===== config.mk =====
export PLATFORM = sky130hd
export DESIGN_NAME = asr_rx
export DESIGN_NICKNAME = d
export VERILOG_FILES = /design/src/rtl/asr_pkg.sv /design/src/rtl/asr_rx.sv /design/src/rtl/asr_fifo.sv
export SDC_FILE = /design/constraint.sdc
export NUM_CORES = 1
export LEC_CHECK = 0
export BUFFER_PORTS_ARGS = -buffer_cell sky130_fd_sc_hd__buf_2
export CAP_MARGIN = 20
export CORE_MARGIN = 3
export CORE_UTILIZATION = 60
export CTS_CLUSTER_SIZE = 30
export DETAILED_ROUTE_END_ITERATION = 8
export PLACE_DENSITY = 0.86
export SYNTH_ARGS = -nofsm -noshare
export SYNTH_HDL_FRONTEND = slang
export SYNTH_SLANG_ARGS = --single-unit

===== constraint.sdc =====
create_clock -name clk_sys_i -period 6.6 [get_ports clk_sys_i]
set_input_delay 0.66 -clock clk_sys_i [delete_from_list [all_inputs] [get_ports clk_sys_i]]
set_output_delay 0.66 -clock clk_sys_i [all_outputs]
set_load 0.02 [all_outputs]

===== src/rtl/asr_pkg.sv =====
// Purpose: Shared constants for the asynchronous serial receiver.
// Assumes: 10 MHz system clock, 8 data bits, one stop bit.
// Notes: Counts of baud ticks live here so both design files agree.
package asr_pkg;
    // ****************************************************************
    // Sizes and reset values
    // ****************************************************************
    localparam int unsigned DATA_BITS = 8;
    localparam int unsigned FIFO_DEPTH = 2;
    localparam logic [7:0] BAUD_DIV_RST = 8'h00;
    localparam logic [7:0] DATA_RST = 8'h00;
    // Baud generator ticks sixteen times per bit
    localparam int unsigned OVERSAMPLE = 16;
    localparam logic [3:0] HALF_BIT_TICKS = 4'h7;
    localparam logic [3:0] FULL_BIT_TICKS = 4'hF;
    // Counting restarts at the start-bit centre, so sub count 15 is a bit centre;
    // two stored votes lead it and the live pin at count 15 is the third vote
    localparam logic [3:0] VOTE_A = 4'hD;
    localparam logic [3:0] VOTE_B = 4'hE;
endpackage : asr_pkg


===== src/rtl/asr_rx.sv =====
// Purpose: Asynchronous receive path of the serial port unit.
// Assumes: Receive pin already synchronous to clk_sys_i; baud tick from divider.
// Notes: Overrun blocks reception until receive_enable is dropped.
// Operation
// - Receive only when receive_enable=1, clocked mode=0 and serial_port_enable=1.
// - serial_port_enable set makes the receive pin an input automatically.
// - serial_port_enable set drives the transmit pin from the port, latch cut off.
// - A falling edge on the idle line begins a character; start bit low.
// - At half bit the line must still be low, else silently drop.
// - Step full bits to centres, majority vote, shift into receive_shift_reg.
// - Stop bit sampled one bit later; low sets framing error for character.
// - Character and framing bit enter FIFO; receive_flag raised.
// - Reading receive_data_reg returns oldest character and pops it.
// - receive_flag high while enabled and an unread character waits.
// - Each FIFO entry keeps its framing bit; flag shows the oldest.
// - Clearing serial_port_enable resets port and flag; receive_enable does not.
`timescale 1ns/1ps
module asr_rx #(
    parameter int unsigned DEPTH = asr_pkg::FIFO_DEPTH
) (
    input wire logic clk_sys_i,
    input wire logic rst_n_i,
    input wire logic ce_i,
    input wire logic serial_port_enable_i,
    input wire logic receive_enable_i,
    input wire logic clocked_mode_i,
    input wire logic [7:0] baud_div_i,
    input wire logic receive_pin_i,
    input wire logic tx_serial_i,
    input wire logic gp_latch_i,
    input wire logic receive_dir_i,
    input wire logic transmit_dir_i,
    input wire logic data_read_i,
    output logic [7:0] receive_data_reg_o,
    output logic framing_error_flag_o,
    output logic receive_flag_o,
    output logic overrun_flag_o,
    output logic receive_pin_oe_n_o,
    output logic transmit_pin_o,
    output logic transmit_pin_oe_n_o
);
    // Refuse a FIFO with no room at elaboration
    if (DEPTH < 1) begin : g_bad_depth
        $error("asr_rx: DEPTH must be at least one");
    end

    // ****************************************************************
    // Enables and pin steering
    // ****************************************************************
    logic rx_on;
    assign rx_on = receive_enable_i && !clocked_mode_i && serial_port_enable_i;

    // Port owns both pins while enabled; output enable is active low
    always_ff @(posedge clk_sys_i or negedge rst_n_i) begin
        if (!rst_n_i) begin
            receive_pin_oe_n_o <= 1'b1;
            transmit_pin_oe_n_o <= 1'b1;
            transmit_pin_o <= 1'b1;
        end else if (ce_i) begin
            receive_pin_oe_n_o <= serial_port_enable_i ? 1'b1 : receive_dir_i;
            transmit_pin_oe_n_o <= serial_port_enable_i ? 1'b0 : transmit_dir_i;
            transmit_pin_o <= serial_port_enable_i ? tx_serial_i : gp_latch_i;
        end
    end

    // ****************************************************************
    // Baud tick, sixteen per bit
    // ****************************************************************
    logic [7:0] div_r;
    logic tick;
    assign tick = (div_r == '0);
    always_ff @(posedge clk_sys_i or negedge rst_n_i) begin
        if (!rst_n_i) begin
            div_r <= asr_pkg::BAUD_DIV_RST;
        end else if (ce_i) begin
            div_r <= (tick || !rx_on) ? baud_div_i : div_r - 8'h01;
        end
    end

    // ****************************************************************
    // Receive state machine
    // ****************************************************************
    typedef enum logic [3:0] {
        ASR_IDLE = 4'b0001,
        ASR_START = 4'b0010,
        ASR_DATA = 4'b0100,
        ASR_STOP = 4'b1000
    } asr_state_t;
    asr_state_t state_r;
    logic [3:0] sub_r;
    logic [2:0] bit_r;
    logic [1:0] vote_r;
    logic [7:0] receive_shift_reg_r;
    logic line_prev_r;
    logic push;
    logic [8:0] push_data;
    logic maj;
    logic overrun_r;
    logic fifo_full;
    logic fifo_empty;
    logic [8:0] head;

    // Two of three samples decide the bit; the live pin is the centre sample,
    // so the vote is ready on the very tick that shifts it in
    assign maj = (vote_r[0] & vote_r[1]) | (vote_r[0] & receive_pin_i)
        | (vote_r[1] & receive_pin_i);

    // Remember previous line level for edge detection
    always_ff @(posedge clk_sys_i or negedge rst_n_i) begin
        if (!rst_n_i) begin
            line_prev_r <= 1'b1;
        end else if (ce_i) begin
            line_prev_r <= receive_pin_i;
        end
    end

    // Majority sampler stores the two ticks just before each centre
    always_ff @(posedge clk_sys_i or negedge rst_n_i) begin
        if (!rst_n_i) begin
            vote_r <= 2'h3;
        end else if (ce_i && tick) begin
            if (sub_r == asr_pkg::VOTE_A) vote_r[0] <= receive_pin_i;
            if (sub_r == asr_pkg::VOTE_B) vote_r[1] <= receive_pin_i;
        end
    end

    // Sequencing, bit count and shift register
    always_ff @(posedge clk_sys_i or negedge rst_n_i) begin
        if (!rst_n_i) begin
            state_r <= ASR_IDLE;
            sub_r <= '0;
            bit_r <= '0;
            receive_shift_reg_r <= asr_pkg::DATA_RST;
        end else if (ce_i) begin
            if (!rx_on) begin
                state_r <= ASR_IDLE;
            end else unique case (state_r)
                ASR_IDLE: begin
                    // Overrun holds off new characters
                    if (line_prev_r && !receive_pin_i && !overrun_r) begin
                        state_r <= ASR_START;
                        sub_r <= '0;
                    end
                end
                ASR_START: if (tick) begin
                    if (sub_r == asr_pkg::HALF_BIT_TICKS) begin
                        // A glitch drops quietly back to idle
                        state_r <= receive_pin_i ? ASR_IDLE : ASR_DATA;
                        sub_r <= '0;
                        bit_r <= '0;
                    end else begin
                        sub_r <= sub_r + 4'h1;
                    end
                end
                ASR_DATA: if (tick) begin
                    sub_r <= sub_r + 4'h1;
                    if (sub_r == asr_pkg::FULL_BIT_TICKS) begin
                        receive_shift_reg_r <= {maj, receive_shift_reg_r[7:1]};
                        bit_r <= bit_r + 3'h1;
                        if (bit_r == 3'(asr_pkg::DATA_BITS - 1)) state_r <= ASR_STOP;
                    end
                end
                ASR_STOP: if (tick) begin
                    sub_r <= sub_r + 4'h1;
                    if (sub_r == asr_pkg::FULL_BIT_TICKS) state_r <= ASR_IDLE;
                end
                default: state_r <= ASR_IDLE;
            endcase
        end
    end

    // Stop bit low marks this character's framing error
    assign push = ce_i && rx_on && tick && state_r == ASR_STOP
        && sub_r == asr_pkg::FULL_BIT_TICKS;
    assign push_data = {!maj, receive_shift_reg_r};

    // Overrun: character arriving with FIFO full; cleared by dropping receive
    always_ff @(posedge clk_sys_i or negedge rst_n_i) begin
        if (!rst_n_i) begin
            overrun_r <= 1'b0;
        end else if (ce_i) begin
            if (push && fifo_full) overrun_r <= 1'b1;
            else if (!rx_on) overrun_r <= 1'b0;
        end
    end

    // ****************************************************************
    // FIFO and read side
    // ****************************************************************
    asr_fifo #(
        .WIDTH(9),
        .DEPTH(DEPTH)
    ) u_fifo (
        .clk_sys_i(clk_sys_i),
        .rst_n_i(rst_n_i),
        .en_i(ce_i),
        .flush_i(!serial_port_enable_i),
        .push_i(push),
        .push_data_i(push_data),
        .pop_i(data_read_i),
        .head_o(head),
        .empty_o(fifo_empty),
        .full_o(fifo_full)
    );

    // Status outputs registered from FIFO head and overrun_r; framing bit travels with data
    always_ff @(posedge clk_sys_i or negedge rst_n_i) begin
        if (!rst_n_i) begin
            receive_data_reg_o <= asr_pkg::DATA_RST;
            framing_error_flag_o <= 1'b0;
            receive_flag_o <= 1'b0;
            overrun_flag_o <= 1'b0;
        end else if (ce_i) begin
            receive_data_reg_o <= head[7:0];
            framing_error_flag_o <= serial_port_enable_i && !fifo_empty && head[8];
            receive_flag_o <= receive_enable_i && serial_port_enable_i && !fifo_empty;
            overrun_flag_o <= overrun_r;
        end
    end

    // ****************************************************************
    // Checks
    // ****************************************************************
    start_glitch_a: assert property (@(posedge clk_sys_i) disable iff (!rst_n_i)
        ce_i && rx_on && state_r == ASR_START && tick && sub_r == asr_pkg::HALF_BIT_TICKS
        && receive_pin_i |=> state_r == ASR_IDLE && !push)
        else $error("start glitch not dropped");
    disabled_idle_a: assert property (@(posedge clk_sys_i) disable iff (!rst_n_i)
        ce_i && !rx_on |=> state_r == ASR_IDLE)
        else $error("receiver ran while disabled");
    tx_drive_a: assert property (@(posedge clk_sys_i) disable iff (!rst_n_i)
        ce_i && serial_port_enable_i |=> !transmit_pin_oe_n_o)
        else $error("transmit pin not driven");
    rx_input_a: assert property (@(posedge clk_sys_i) disable iff (!rst_n_i)
        ce_i && serial_port_enable_i |=> receive_pin_oe_n_o)
        else $error("receive pin not input");
    flag_follow_a: assert property (@(posedge clk_sys_i) disable iff (!rst_n_i)
        ce_i && push && !fifo_full && receive_enable_i && serial_port_enable_i
        |=> ##1 receive_flag_o || !ce_i || data_read_i)
        else $error("receive flag missing after character");
    framing_error_flag_clear_a: assert property (@(posedge clk_sys_i) disable iff (!rst_n_i)
        ce_i && !serial_port_enable_i |=> !framing_error_flag_o)
        else $error("framing flag survived port disable");
    overrun_block_a: assert property (@(posedge clk_sys_i) disable iff (!rst_n_i)
        overrun_r && state_r == ASR_IDLE |=> state_r == ASR_IDLE)
        else $error("character accepted during overrun");
    edge_start_a: assert property (@(posedge clk_sys_i) disable iff (!rst_n_i)
        ce_i && rx_on && !overrun_r && state_r == ASR_IDLE && line_prev_r && !receive_pin_i
        |=> state_r == ASR_START)
        else $error("falling edge missed");
    stop_push_a: assert property (@(posedge clk_sys_i) disable iff (!rst_n_i)
        push |-> state_r == ASR_STOP && bit_r == '0)
        else $error("push outside stop bit");
endmodule : asr_rx


===== src/rtl/asr_fifo.sv =====
// Purpose: Small receive FIFO holding each character with its framing bit.
// Assumes: Push and pop are single-cycle strobes; a push while full is dropped.
// Notes: Read data comes from a register that always shows the oldest entry.
`timescale 1ns/1ps
module asr_fifo #(
    parameter int unsigned WIDTH = 9,
    parameter int unsigned DEPTH = 2
) (
    input wire logic clk_sys_i,
    input wire logic rst_n_i,
    input wire logic en_i,
    input wire logic flush_i,
    input wire logic push_i,
    input wire logic [WIDTH-1:0] push_data_i,
    input wire logic pop_i,
    output logic [WIDTH-1:0] head_o,
    output logic empty_o,
    output logic full_o
);
    localparam int unsigned AW = (DEPTH > 1) ? $clog2(DEPTH) : 1;
    // Refuse sizes the pointers cannot serve
    if (DEPTH < 1 || WIDTH < 1) begin : g_bad_size
        $error("asr_fifo: bad size");
    end
    logic [WIDTH-1:0] mem_r [DEPTH];
    logic [AW-1:0] wr_r;
    logic [AW-1:0] rd_r;
    logic [AW:0] cnt_r;
    logic do_push;
    logic do_pop;
    logic [AW-1:0] rd_nxt;
    assign do_pop = pop_i && (cnt_r != '0);
    assign do_push = push_i && (cnt_r != (AW+1)'(DEPTH));
    assign rd_nxt = (rd_r == AW'(DEPTH - 1)) ? '0 : rd_r + 1'b1;
    assign empty_o = (cnt_r == '0);
    assign full_o = (cnt_r == (AW+1)'(DEPTH));

    // Storage, no reset needed on data
    always_ff @(posedge clk_sys_i) begin
        if (en_i && do_push) begin
            mem_r[wr_r] <= push_data_i;
        end
    end

    // Pointers and occupancy
    always_ff @(posedge clk_sys_i or negedge rst_n_i) begin
        if (!rst_n_i) begin
            wr_r <= '0;
            rd_r <= '0;
            cnt_r <= '0;
        end else if (en_i) begin
            if (flush_i) begin
                wr_r <= '0;
                rd_r <= '0;
                cnt_r <= '0;
            end else begin
                if (do_push) begin
                    wr_r <= (wr_r == AW'(DEPTH - 1)) ? '0 : wr_r + 1'b1;
                end
                if (do_pop) begin
                    rd_r <= rd_nxt;
                end
                cnt_r <= cnt_r + (AW+1)'(do_push) - (AW+1)'(do_pop);
            end
        end
    end

    // Head register: next oldest entry, bypassing a push into an empty slot
    always_ff @(posedge clk_sys_i or negedge rst_n_i) begin
        if (!rst_n_i) begin
            head_o <= '0;
        end else if (en_i) begin
            if (flush_i) begin
                head_o <= '0;
            end else if (do_pop) begin
                if (cnt_r > (AW+1)'(1)) begin
                    head_o <= mem_r[rd_nxt];
                end else if (do_push) begin
                    head_o <= push_data_i;
                end
            end else if (do_push && cnt_r == '0) begin
                head_o <= push_data_i;
            end
        end
    end
endmodule : asr_fifo


# Yosys cells after proc, flatten, opt, wreduce, memory -nomap -nowiden

Memories as Yosys holds them, arrays and structs flattened.
Cells that the tools add are included.

Add/sub/neg operators: 7
Magnitude comparators: 1
Equality and inequality tests: 30
Mux-type cells: 41
Bitwise gates (word level): 5
Reductions and logical operators: 41

Operators by type and width:

| cell                                                                  | number |
|---|---|
| 4-bit two-way mux                                                     | 13 |
| 9-bit two-way mux                                                     | 5 |
| 3-bit != test, second input constant                                  | 8 |
| 1-bit logical AND                                                     | 18 |
| 4-bit equality test, second input constant                            | 4 |
| 4-bit case mux with 4 select lines                                    | 1 |
| 3-bit two-way mux                                                     | 5 |
| 1-bit two-way mux                                                     | 13 |
| 2-bit != test, second input constant                                  | 6 |
| 4-bit case mux with 3 select lines                                    | 1 |
| 2-bit AND reduction                                                   | 5 |
| 9-bit AND reduction                                                   | 1 |
| 4-bit by 3-bit equality test with 1-bit output, second input constant | 2 |
| 8-bit logical NOT                                                     | 1 |
| 8-bit two-way mux                                                     | 1 |
| 2-bit by 1-bit != test with 1-bit output, second input constant       | 4 |
| 8-bit by 1-bit subtractor with 8-bit output, second input constant    | 1 |
| 7-bit AND reduction                                                   | 1 |
| 1-bit logical NOT                                                     | 6 |
| 3-bit case mux with 2 select lines                                    | 1 |
| 6-bit AND reduction                                                   | 1 |
| 5-bit AND reduction                                                   | 1 |
| 4-bit by 1-bit adder with 4-bit output, second input constant         | 1 |
| 4-bit by 1-bit equality test with 1-bit output, second input constant | 1 |
| other kinds (19)                                                      | 24 |

Flip-flop bits (word level): 58
Memory bits (writable): 18
Input bits: 20
Word-level logic and storage cells: 146
Memories: 1

Memory list:

| name         | depth | width | read ports | clocked after memory_dff | write ports | line           | text |
|---|---|---|---|---|---|---|---|
| u_fifo.mem_r | 2     | 9     | 1          | 0                        | 1           | asr_fifo.sv:25 | `logic [WIDTH-1:0] mem_r [DEPTH];` |

# Logic depth before layout (Yosys ltp)

Depth after elaboration: 12
Depth in mapped cells: 10
Mapped depth without buffers: 10

# Cells and area by module

Synthesis repeated with hierarchy kept, for this count alone.

Cells, all modules: 353
Area, all modules: 3985.1 um^2

Modules (own cells, without submodules):

| module   | instances | cells an instance | area each (um^2) |
|---|---|---|---|
| asr_rx   | 1         | 218               | 2318.5 |
| asr_fifo | 1         | 135               | 1666.6 |

# Least setup slack after synthesis

Ideal clock, no wire load.

Path type: input to register
From: input serial_port_enable_i
To: memory u_fifo.mem_r[0][0], enable pin
Library setup time: 0.375 ns
Arrival time: 2.124 ns
Data required time: 6.225 ns
Path slack: 4.100 ns
Cell stages on the path: 6
Path buffers: 2
Path through: buf_2 and3b_1 buf_2 nand2_1 nor4_2 nor2b_1

Word-level cells in the longest chain between the ends: 9

RTL lines:

| what                                    | line           | text |
|---|---|---|
| start, declared                         | asr_rx.sv:24   | `input wire logic serial_port_enable_i,` |
| 1-bit logical AND                       | asr_rx.sv:51   | `assign rx_on = receive_enable_i && !clocked_mode_i && serial_port_enable_i;` |
| 1-bit logical AND (3 in series)         | asr_rx.sv:173  | `assign push = ce_i && rx_on && tick && state_r == ASR_STOP` |
| 1-bit logical AND                       | asr_rx.sv:174  | `&& sub_r == asr_pkg::FULL_BIT_TICKS;` |
| 1-bit logical AND                       | asr_fifo.sv:33 | `assign do_push = push_i && (cnt_r != (AW+1)'(DEPTH));` |
| 1-bit logical AND                       | asr_fifo.sv:40 | `if (en_i && do_push) begin` |
| 1-bit two-way mux                       | asr_fifo.sv:40 |  |
| 1-bit two-way mux (implied by the code) | asr_fifo.sv:41 | `mem_r[wr_r] <= push_data_i;` |
| end, declared                           | asr_fifo.sv:25 |  |

Every way passes these cells.

# Final worst setup path

From: input ce_i
To: memory u_fifo.mem_r[0][3], enable pin

Word-level cells in the longest chain between the ends: 8

RTL lines:

| what                                        | line           | text |
|---|---|---|
| start, declared                             | asr_rx.sv:23   | `input wire logic ce_i,` |
| 1-bit logical AND (3 in series)             | asr_rx.sv:173  |  |
| 1-bit logical AND                           | asr_rx.sv:174  |  |
| 1-bit logical AND                           | asr_fifo.sv:33 |  |
| 1-bit logical AND (*)                       | asr_fifo.sv:40 |  |
| 1-bit two-way mux (*)                       | asr_fifo.sv:40 |  |
| 1-bit two-way mux (implied by the code) (*) | asr_fifo.sv:41 |  |

Every way passes the cells marked *; elsewhere a longest branch is shown, timed or not.

==> reports/metrics.cfg <==
[sta]
fin_crit_ns = 2.81
drv_slew = 0
fin_crit_sh_pct = 42.6
fin_skew_ns = 0.0145
fmax_ghz = 0.356
hold_viol_final = 0
rsz0062_at_grt = false
timing.setup.tns_ns = 0
tightest_slew_ns = 0.816
report.final.setup_viol = 0
whs_ns = 0.423
max_slew_margin_pct = 45.6

[placement]
place_hpwl_mm = 4.90
place.gp.congestion = 0.857
portBuffers = 33

[synth]
synth_seq_cells = 76
synthDistinctLibCells = 63
syn_avg_cell_area_um2 = 11.2
ys.flop_type = dfrtp_1
syn_area_mm2 = 0.00377
synth_edf_count = 18
syn_inst = 335
ys_seq_area_share_pct = 53.1
async_flop_share_pct = 76.3
synth_warnings = 0
syn_nets = 364

[finish]
nFillCells = 429
mostFrequentLayoutCells = dfrtp_1, buf_2, nand2_1, o21ai_0
antenna_cells = 0
drive_above_1_share_pct = 24.5
mostFrequentLayoutCell = dfrtp_1
layout-area-overhead-vs-synth_pct = 9.30
nets = 392

[detailed_routing]
drtAntennaViolNets = 0
wl_met1_mm = 3.23
viasPerCell = 5.99
met2_length_mm = 3.34
top_layer = met4
first_iter_violations = 151
drc = 0
wl_met3_um = 398
drt_first_pass_iters = 4
drt_wl_total_mm = 7.09
wl_per_cell_um = 16.0
vias = 2653

[global_route]
grt_use_total_pct = 21.2
grt_pass1_vias = 2552
antenna_found_initial = 0
grt_start_max_net_pins = 59
grt_pass1_wl_mm = 12.3
overflow = 0

[worst_setup_path]
r2r-start = div_r[0]$_DFFE_PN0P_
cp-endpoint = u_fifo.mem_r[0][3]$_DFFE_PP_
worstPathMaxFanout = 49
r2r_cells = 6
cp.required_ns = 6.58
cp-startpoint = ce_i
r2r_setup_slack_ns = 3.98
worstPathArrival_ns = 2.79
crit_type = input port to flop
regToRegEndpoint = u_fifo.mem_r[0][3]$_DFFE_PP_
end_kind = flop
startpoint_type = input port

[floorplanning]
placementRows = 28
top_level_ports = 34
die_w_um = 85.3
dieArea_mm2 = 0.00727
dieHeight_um = 85.3
initial_utilization_pct = 62.9
core_mm2 = 0.00599

[cts]
htree_num_levels = 3
clock_latency_ns = 0.36
path_clk_slew_ns = 0.09
cts_resized = 0
root_buffer = clkbuf_8
clock_path_buffers = 2
cts-hold-fix-buffers = 0
cts-buffers-inserted = 9
cts.sinks = 76
post_cts_buffers = 0
tritoncts = yes

[pwr]
peakVddDrop_v = 0.000157
power.leakage_nw = 1.84
finalPower_mw = 0.997
powerDensity_mw_per_mm2 = 242

[outcome]
status = finished clean

[job]
maxCapViolations = 0

[worst_hold_path]
min_path_type = input port to asynchronous set/reset pin

worst min path at each step:
stage | startpoint | endpoint | slack (ns) | cells past startpoint
after detailed placement | transmit_pin_oe_n_o$_DFFE_PN1P_ | transmit_pin_oe_n_o$_DFFE_PN1P_ | 0.47 | 2
final | rst_n_i | receive_data_reg_o[3]$_DFFE_PN0P_ | 0.42 | 2
after global routing | rst_n_i | receive_data_reg_o[3]$_DFFE_PN0P_ | 0.48 | 2
after global placement | transmit_pin_oe_n_o$_DFFE_PN1P_ | transmit_pin_oe_n_o$_DFFE_PN1P_ | 0.46 | 2
after CTS | rst_n_i | receive_data_reg_o[3]$_DFFE_PN0P_ | 0.46 | 2
after floorplan | rst_n_i | bit_r[0]$_DFFE_PN0P_ | 0.36 | 0
layer usage:
metal / track usage, % / vias to the layer above
li1: - / 1293
met1: 29.5 / 1278
met2: 32.7 / 70
met3: 4.66 / 12
met4: 7.91 / 0
met5: 0 / -
synthesized netlist by cell type (3+ instances only):
master / n / area, µm²
ha_1: 9 / 113
o2bb2ai_1: 3 / 26.3
a21oi_1: 11 / 55.1
nand3_1: 7 / 35.0
edfxtp_1: 18 / 541
or2_2: 3 / 18.8
nor3_1: 5 / 25.0
and3_1: 4 / 25.0
buf_6: 3 / 33.8
nor2_1: 17 / 63.8
xnor2_1: 3 / 26.3
clkbuf_1: 7 / 26.3
inv_1: 18 / 67.6
mux2i_1: 10 / 100
buf_2: 4 / 20.0
o211ai_1: 4 / 30.0
mux2_4: 7 / 105
mux2_2: 13 / 146
o21ai_0: 28 / 140
dfstp_2: 7 / 184
o22ai_1: 4 / 25.0
nor4b_1: 3 / 26.3
nand2_1: 29 / 109
a22o_1: 11 / 96.3
nor3b_1: 5 / 37.5
nand4_1: 6 / 37.5
dfrtp_1: 51 / 1280
through the flow:
stage / setup WS [ns] / instance area [µm²] / cells / utilization, %
6_report: 3.79 / 4120 / 443 / 68.8
3_3_place_gp: 3.54 / 3940 / 427 / 65.7
4_1_cts: 3.80 / 4120 / 443 / 68.8
2_1_floorplan: 4.10 / 3770 / 335 / -
3_5_place_dp: 3.42 / 3940 / 427 / 65.7
5_1_grt: 3.55 / 4120 / 443 / 68.8
worst max-delay path, cell delays in order:
cell and delay [ns]:
buf_2 0.62, nand2_1 0.35, nor4_2 0.51, nor2b_1 0.63
registers in the layout (all words and copies together) (netlist names), 2 cells and up:
register and cells:
bit_r 3, state_r 4, receive_data_reg_o 8, u_fifo.cnt_r 2, u_fifo.mem_r 18, receive_shift_reg_r 8
sub_r 4, u_fifo.head_o 9, div_r 8, vote_r 2
layout make-up:
cell class / instances / area, µm² / area share, %
inverters: 18 / 67.6 / 1.64
well taps: 75 / 93.8 / 2.28
clock buffers: 9 / 124 / 3.01
clock inverters: 7 / 58.8 / 1.43
repair buffers: 34 / 173 / 4.19
multi-input cells: 224 / 1600 / 38.9
flip-flops and latches: 76 / 2000 / 48.6
power by group:
group	switching (mW)	total [mW]	internal, mW
clock	0.189	0.330	0.141
sequential	0.0368	0.540	0.504
combinational	0.0738	0.127	0.0536
logic make-up after synthesis:
| family | after synthesis | synth area share [%] |
|---|---|---|
| buffers and inverters | 35 | 4.42 |
| multiplexers | 30 | 9.33 |
| AO/OA/AOI/OAI | 84 | 15.1 |
| flip-flops | 76 | 53.1 |
| XOR/XNOR | 4 | 0.930 |
| adder cells (fa/ha/maj) | 9 | 2.99 |
| AND/OR/NAND/NOR | 97 | 14.1 |
(Power assumes the default switching activity.)
